<file path="config.mk">
export PLATFORM = sky130hd
export DESIGN_NAME = bpc_top
export DESIGN_NICKNAME = d
export VERILOG_FILES = /design/src/logic/bpc_pkg.sv /design/src/logic/bpc_dead_time.sv /design/src/logic/bpc_top.sv
export SDC_FILE = /design/constraint.sdc
export NUM_CORES = 1
export LEC_CHECK = 0
export BUFFER_PORTS_ARGS = -buffer_cell sky130_fd_sc_hd__buf_2
export CAP_MARGIN = 20
export CORE_UTILIZATION = 50
export DETAILED_ROUTE_END_ITERATION = 10
export PLACE_DENSITY_LB_ADDON = 0.08
export SYNTH_ARGS = -nofsm -noshare
export SYNTH_HDL_FRONTEND = slang
export SYNTH_SLANG_ARGS = --single-unit
</file>
<file path="constraint.sdc">
create_clock -name clk_sys -period 4.4 [get_ports clk_sys]
set_input_delay 0.22 -clock clk_sys [delete_from_list [all_inputs] [get_ports clk_sys]]
set_output_delay 0.22 -clock clk_sys [all_outputs]
set_load 0.02 [all_outputs]
</file>
<file path="src/logic/bpc_pkg.sv">
// Constants and types for the second regulator protection control.
package bpc_pkg;
    localparam int CLK_MHZ = 250;
    localparam int DEAD_NS = 20;
    // Least time, rounded up to whole cycles.
    localparam int DEAD_CYC = (DEAD_NS * CLK_MHZ + 999) / 1000;
    localparam logic [2:0] OVL_CYCLES = 3'h5;
    localparam logic [4:0] OFF_CYCLES = 5'h10;
    localparam int ERR_W = 8;
    localparam logic [ERR_W-1:0] ERR_RESET = 8'h00;
    localparam logic [3:0] DEAD_CNT = 4'(DEAD_CYC);

    // Protection mode that shapes the switch request before the dead-time guard.
    typedef enum logic [1:0] {
        BPC_RUN = 2'b00,
        BPC_HOLD_LS = 2'b01,
        BPC_ALL_OFF = 2'b11
    } bpc_mode_t;
endpackage : bpc_pkg

</file>
<file path="src/logic/bpc_dead_time.sv">
// Dead-time guard between the high-side and low-side gate drives.
module bpc_dead_time (
    input wire logic clk_sys,
    input wire logic rst,
    input wire logic want_hs,
    input wire logic want_ls,
    output logic gate_hs,
    output logic gate_ls
);
    import bpc_pkg::*;

    typedef struct packed {
        logic hs;
        logic ls;
        logic [3:0] gap;
    } bpc_dt_t;

    bpc_dt_t st_ff;
    bpc_dt_t nxt_st;

    // A switch may turn on only after both have been off for the full gap.
    always_comb begin
        nxt_st = st_ff;
        if (st_ff.hs && !want_hs) begin
            nxt_st.hs = 1'b0;
            nxt_st.gap = 4'h0;
        end else if (st_ff.ls && !want_ls) begin
            nxt_st.ls = 1'b0;
            nxt_st.gap = 4'h0;
        end else if (!st_ff.hs && !st_ff.ls) begin
            if (st_ff.gap < DEAD_CNT) begin
                nxt_st.gap = st_ff.gap + 4'h1;
            end else if (want_hs && !want_ls) begin
                nxt_st.hs = 1'b1;
            end else if (want_ls && !want_hs) begin
                nxt_st.ls = 1'b1;
            end
        end
    end

    always_ff @(posedge clk_sys or posedge rst) begin
        if (rst) begin
            st_ff <= '{hs: 1'b0, ls: 1'b0, gap: 4'h0};
        end else begin
            st_ff <= nxt_st;
        end
    end

    assign gate_hs = st_ff.hs;
    assign gate_ls = st_ff.ls;
endmodule : bpc_dead_time

</file>
<file path="src/logic/bpc_top.sv">
// Protection and supervision of the second step-down regulator.
module bpc_top (
    input wire logic clk_sys,
    input wire logic rst,
    input wire logic cycle_start,
    input wire logic pwm_high,
    input wire logic hs_limit_pin,
    input wire logic ls_limit_pin,
    input wire logic ls_blank_done_pin,
    input wire logic overtemp_pin,
    input wire logic uvov_pin,
    input wire logic enable_clear,
    input wire logic enable_set,
    input wire logic fail_clear,
    output logic gate_hs,
    output logic gate_ls,
    output logic regulator_overtemp_flag,
    output logic regulator_fail_flag,
    output logic system_reset_out_n,
    output logic error_state,
    output logic [bpc_pkg::ERR_W-1:0] error_count,
    output logic second_regulator_enable,
    output logic sustained_overload
);
    import bpc_pkg::*;

    typedef struct packed {
        logic [4:0] s1;
        logic [4:0] s2;
        logic [2:0] ovl;
        logic [4:0] off;
        bpc_mode_t mode;
        logic hs_cut;
        logic ls_cut;
        logic pwm_d;
        logic fresh_low;
        logic uvov_d;
        logic ot;
        logic fail;
        logic err;
        logic [ERR_W-1:0] cnt;
        logic en;
        logic ovl_hit;
    } bpc_st_t;

    bpc_st_t st_ff;
    bpc_st_t nxt_st;
    logic hs_lim;
    logic ls_lim;
    logic ls_blank;
    logic ot_in;
    logic uvov;
    logic uvov_rise;
    logic want_hs;
    logic want_ls;

    // Pins from the analog side pass a two-stage synchroniser first.
    assign hs_lim = st_ff.s2[0];
    assign ls_lim = st_ff.s2[1];
    assign ls_blank = st_ff.s2[2];
    assign ot_in = st_ff.s2[3];
    assign uvov = st_ff.s2[4];
    assign uvov_rise = uvov && !st_ff.uvov_d;

    // All protection decisions; cycle_start is the switching-cycle enable.
    always_comb begin
        nxt_st = st_ff;
        nxt_st.s1 = {uvov_pin, overtemp_pin, ls_blank_done_pin,
                     ls_limit_pin, hs_limit_pin};
        nxt_st.s2 = st_ff.s1;
        nxt_st.uvov_d = uvov;
        nxt_st.pwm_d = pwm_high;
        nxt_st.ovl_hit = 1'b0;
        // Set wins over clear for the sticky flags.
        if (ot_in) begin
            nxt_st.ot = 1'b1;
        end
        if (uvov_rise) begin
            nxt_st.fail = 1'b1;
            nxt_st.err = 1'b1;
            nxt_st.cnt = st_ff.cnt + 8'h01;
        end else if (fail_clear) begin
            nxt_st.fail = 1'b0;
            nxt_st.ot = ot_in;
            nxt_st.err = 1'b0;
        end
        // Software clear disables; set re-enables, clear wins if both.
        if (enable_clear) begin
            nxt_st.en = 1'b0;
        end else if (enable_set) begin
            nxt_st.en = 1'b1;
        end
        if (st_ff.pwm_d && !pwm_high) begin
            nxt_st.fresh_low = 1'b1;
        end else if (pwm_high || (st_ff.fresh_low && ls_blank)) begin
            nxt_st.fresh_low = 1'b0;
        end
        if (st_ff.mode != BPC_RUN) begin
            // Forced-off period counts switching cycles.
            if (cycle_start) begin
                if (st_ff.off == OFF_CYCLES - 5'h01) begin
                    nxt_st.mode = BPC_RUN;
                    nxt_st.off = 5'h00;
                    nxt_st.ovl = 3'h0;
                    // Drop stale cuts so the period is sixteen cycles exactly.
                    nxt_st.hs_cut = 1'b0;
                    nxt_st.ls_cut = 1'b0;
                end else begin
                    nxt_st.off = st_ff.off + 5'h01;
                end
            end
        end else if (st_ff.fresh_low && ls_blank && ls_lim) begin
            nxt_st.mode = BPC_ALL_OFF;
            nxt_st.off = 5'h00;
            nxt_st.fresh_low = 1'b0;
        end else if (cycle_start) begin
            nxt_st.hs_cut = 1'b0;
            nxt_st.ls_cut = 1'b0;
            if (hs_lim) begin
                nxt_st.hs_cut = 1'b1;
                if (st_ff.ovl == OVL_CYCLES - 3'h1) begin
                    nxt_st.mode = BPC_HOLD_LS;
                    nxt_st.ovl_hit = 1'b1;
                    nxt_st.off = 5'h00;
                    nxt_st.ovl = 3'h0;
                end else begin
                    nxt_st.ovl = st_ff.ovl + 3'h1;
                end
            end else begin
                nxt_st.ovl = 3'h0;
            end
        end else begin
            if (hs_lim) begin
                nxt_st.hs_cut = 1'b1;
            end
            if (ls_lim) begin
                nxt_st.ls_cut = 1'b1;
            end
        end
    end

    always_ff @(posedge clk_sys or posedge rst) begin
        if (rst) begin
            st_ff <= '{mode: BPC_RUN, cnt: ERR_RESET, en: 1'b1, default: '0};
        end else begin
            st_ff <= nxt_st;
        end
    end

    // Requested drives; the high-side cut also forces the low side on unless the low side has its own cut.
    always_comb begin
        want_hs = 1'b0;
        want_ls = 1'b0;
        if (st_ff.en && st_ff.mode == BPC_RUN) begin
            want_hs = pwm_high && !st_ff.hs_cut;
            want_ls = (!pwm_high || st_ff.hs_cut) && !st_ff.ls_cut;
        end else if (st_ff.en && st_ff.mode == BPC_HOLD_LS) begin
            want_ls = 1'b1;
        end
    end

    bpc_dead_time u_dead (
        .clk_sys(clk_sys),
        .rst(rst),
        .want_hs(want_hs),
        .want_ls(want_ls),
        .gate_hs(gate_hs),
        .gate_ls(gate_ls)
    );

    assign regulator_overtemp_flag = st_ff.ot;
    assign regulator_fail_flag = st_ff.fail;
    assign system_reset_out_n = !st_ff.err;
    assign error_state = st_ff.err;
    assign error_count = st_ff.cnt;
    assign second_regulator_enable = st_ff.en;
    assign sustained_overload = st_ff.ovl_hit;
endmodule : bpc_top

</file>
==> results_dict.tcl <==
set metrics [dict create \
    floorplan.rows 21 \
    ios 28 \
    slew_headroom_pct 63.2 \
    clock_path_buffers 2 \
    post-cts-setup-buffers 0 \
    timing.rr.start "st_ff[18]" \
    io_buffers 27 \
    routabilityCongestion 0.797 \
    start_util_pct 54.1 \
    start_kind "register" \
    r2r_slack_ns 2.68 \
    finalHoldViolations 0 \
    worstHoldEndpoint "second_regulator_enable" \
    hold_class "input port to register" \
    holdBufCountCts 0 \
    ys.flop_type "dfrtp_1" \
    syn_inst 168 \
    drt_iter0_drc 55 \
    ys_async_sr_fraction_pct 100 \
    max_freq_mhz 580 \
    drc 0 \
    viasPerCell 5.13 \
    worst_slew_pin_slew_ns 0.550 \
    post-route-period-util_pct 39.2 \
    r2r_end "u_dead.st_ff[1]" \
    synth-seq-cells 43 \
    coreArea_um2 3470 \
    grt_usage_pct 16.7 \
    pre_cts_ws_ns 2.70 \
    skew_ns 0.00474 \
    criticalPathCategory "register to register" \
    synth_fp_nets 186 \
    synth-edff-count 0 \
    setup_tns_ns 0 \
    drive_gt1_share_pct 21.8 \
    num_vias 1227 \
    cts_sinks 43 \
    grt_max_degree 44 \
    path_clk_slew_ns 0.08 \
    htree_levels 2 \
    die_w_um 63.3 \
    drt_first_pass_iters 4 \
    setup_slack_ns 2.68 \
    antennaDiodeCount 0 \
    cp.arrival_ns 1.92 \
    hpwl_mm 2.07 \
    register_area_um2 1080 \
    wirelength_mm 2.80 \
    yosysWarnings 0 \
    ff2ff_path_depth 4 \
    grt_setup_unrepaired "false" \
    clk-insertion-delay-late_ns 0.28 \
    ys_types 40 \
    drtAntennaViolNets 0 \
    grt_pass1_vias 1284 \
    synthToLayoutAreaGrowth_pct 11.0 \
    grt_pass1_wl_mm 5.23 \
    antenna_found_initial 0 \
    dieArea_um2 4000 \
    cts_buffers 5 \
    maxCapViolCount 0 \
    holdPathStages 2 \
    syn_area_per_cell_um2 11.2 \
    period_minus_slack_ns 1.72 \
    cellPowerDensity_nw_per_um2 605 \
    min_from "enable_clear" \
    vdd_drop_max_v 0.000287 \
    p_leak_nw 1.02 \
    drt-wirelength-per-cell_um 11.7 \
    grt_remaining_overflow 0 \
    cts_tree "built" \
    final_nets 210 \
    ys_seq_area_share_pct 57.4 \
    path_max_fanout 9 \
    cts-root-buf "clkbuf_8" \
    setup_violations 0 \
    n_fill_cell 307 \
    cp_data_required_time_ns 4.60 \
    synth_area_um2 1880 \
    status "finished, final reports clean" \
    multi_input_area_um2 677 \
    die-height_um 63.3 \
    timing_max_transition_violations_final 0 \
    post_cts_resized 0 \
    end_kind "register" \
]
[power by group]
group | internal (mW) | leakage (nW) | switching, mW
sequential | 0.492 | 0.533 | 0.0841
combinational | 0.195 | 0.444 | 0.250
clock | 0.110 | 0.0402 | 0.129
total | 0.797 | 1.02 | 0.463
[layer usage]
layer  global-route usage, %  vias to the layer above  part of all wire [%]
li1                        -                      611                     -
met2                    29.0                       14                    49
met3                    3.80                        4                   2.5
met4                    6.25                        0                   1.0
met5                       0                        -                     0
met1                    20.1                      598                    47
[registers in the layout, summed over array words and instances, names as in the netlist]
| name | cells |
|---|---|
| hs_lim | 1 |
| nxt_st | 6 |
| u_dead.st_ff | 4 |
| u_dead.gate_hs | 1 |
| ot_in | 1 |
| regulator_overtemp_flag | 1 |
| sustained_overload | 1 |
| u_dead.gate_ls | 1 |
| ls_blank | 1 |
| regulator_fail_flag | 1 |
| ls_lim | 1 |
| second_regulator_enable | 1 |
| st_ff | 15 |
| error_count | 8 |
[per-stage QoR]
stage / hold WS [ns] / area (um2) / total power [mW] / utilization [%] / instances
2_1_floorplan: 0.251 / 1880 / 0.967 / - / 168
3_3_place_gp: 0.330 / 2000 / 1.02 / 57.5 / 231
3_5_place_dp: 0.330 / 2000 / 1.03 / 57.5 / 231
4_1_cts: 0.0317 / 2080 / 1.27 / 60.1 / 239
5_1_grt: 0.0267 / 2080 / 1.37 / 60.1 / 239
6_report: 0.0354 / 2080 / 1.26 / 60.1 / 239
[worst max-delay path, cell delays in order (launching register included)]
cell	delay (ns)
dfrtp_1	0.42
nor2_1	0.46
nand4b_1	0.22
a22o_1	0.33
o31ai_2	0.21
[how the worst max path moves through the flow]
stage | startpoint | depth (start not counted) | end | slack [ns]
2_1_floorplan | st_ff[25] | 6 | st_ff[20] | 2.83
3_3_place_gp | st_ff[25] | 6 | st_ff[20] | 2.73
3_5_place_dp | st_ff[18] | 4 | u_dead.st_ff[1] | 2.70
4_1_cts | st_ff[18] | 4 | u_dead.st_ff[1] | 2.69
5_1_grt | st_ff[18] | 4 | u_dead.st_ff[1] | 2.51
6_report | st_ff[18] | 4 | u_dead.st_ff[1] | 2.68
[synthesized netlist by cell type, types with 3 or more instances]
cell      count  share of area, %
xnor2_1       6               2.8
nand3_1      10               2.7
o21a_1        3               1.2
nor3_1        4               1.1
a21o_1        3               1.2
buf_4         9               3.6
nand2_1      16               3.2
o21ai_0       7               1.9
a21oi_1       6               1.6
dfrtp_1      42                56
xor2_1        3               1.4
nand2b_1      3               1.0
and3_1        3               1.0
nor2_1       10               2.0
ha_1          6               4.0
inv_1        11               2.2
[cells in the final DEF (no fill, tap or decap), types with 2 or more instances in the layout]
cell and instances:
dfrtp_1 42, buf_2 27, nand2_1 16, inv_1 11, nand3_1 10, nor2_1 10
o21ai_0 7, xnor2_1 6, a21oi_1 6, ha_1 6, clkbuf_8 5, nor3_1 4
nand2b_1 3, xor2_1 3, o21a_1 3, and3_1 3, a21o_1 3, nor2b_1 2
a22o_1 2, clkinvlp_4 2
[cell families (layout without fill, tap and decap cells)]
kind of cell | after synthesis | in the layout | share of synthesized area, %
buffers and inverters | 22 | 47 | 6.60
muxes | 1 | 1 | 0.533
AOI/OAI and AO/OA | 31 | 31 | 12.7
adders and majority gates | 6 | 6 | 4.00
xor gates and xnor gates | 9 | 9 | 4.20
and+or+nand+nor | 56 | 56 | 14.7
DFF | 43 | 43 | 57.4
[final cells by class]
| class | instances | area share, % |
|---|---|---|
| flip-flops and latches | 43 | 51.7 |
| multi-input cells | 103 | 32.5 |
| repair buffers | 28 | 6.84 |
| clock buffers | 5 | 3.30 |
| well taps | 46 | 2.76 |
| inverters | 11 | 1.98 |
| clock inverters | 3 | 0.960 |
(Power assumes the default switching activity.)
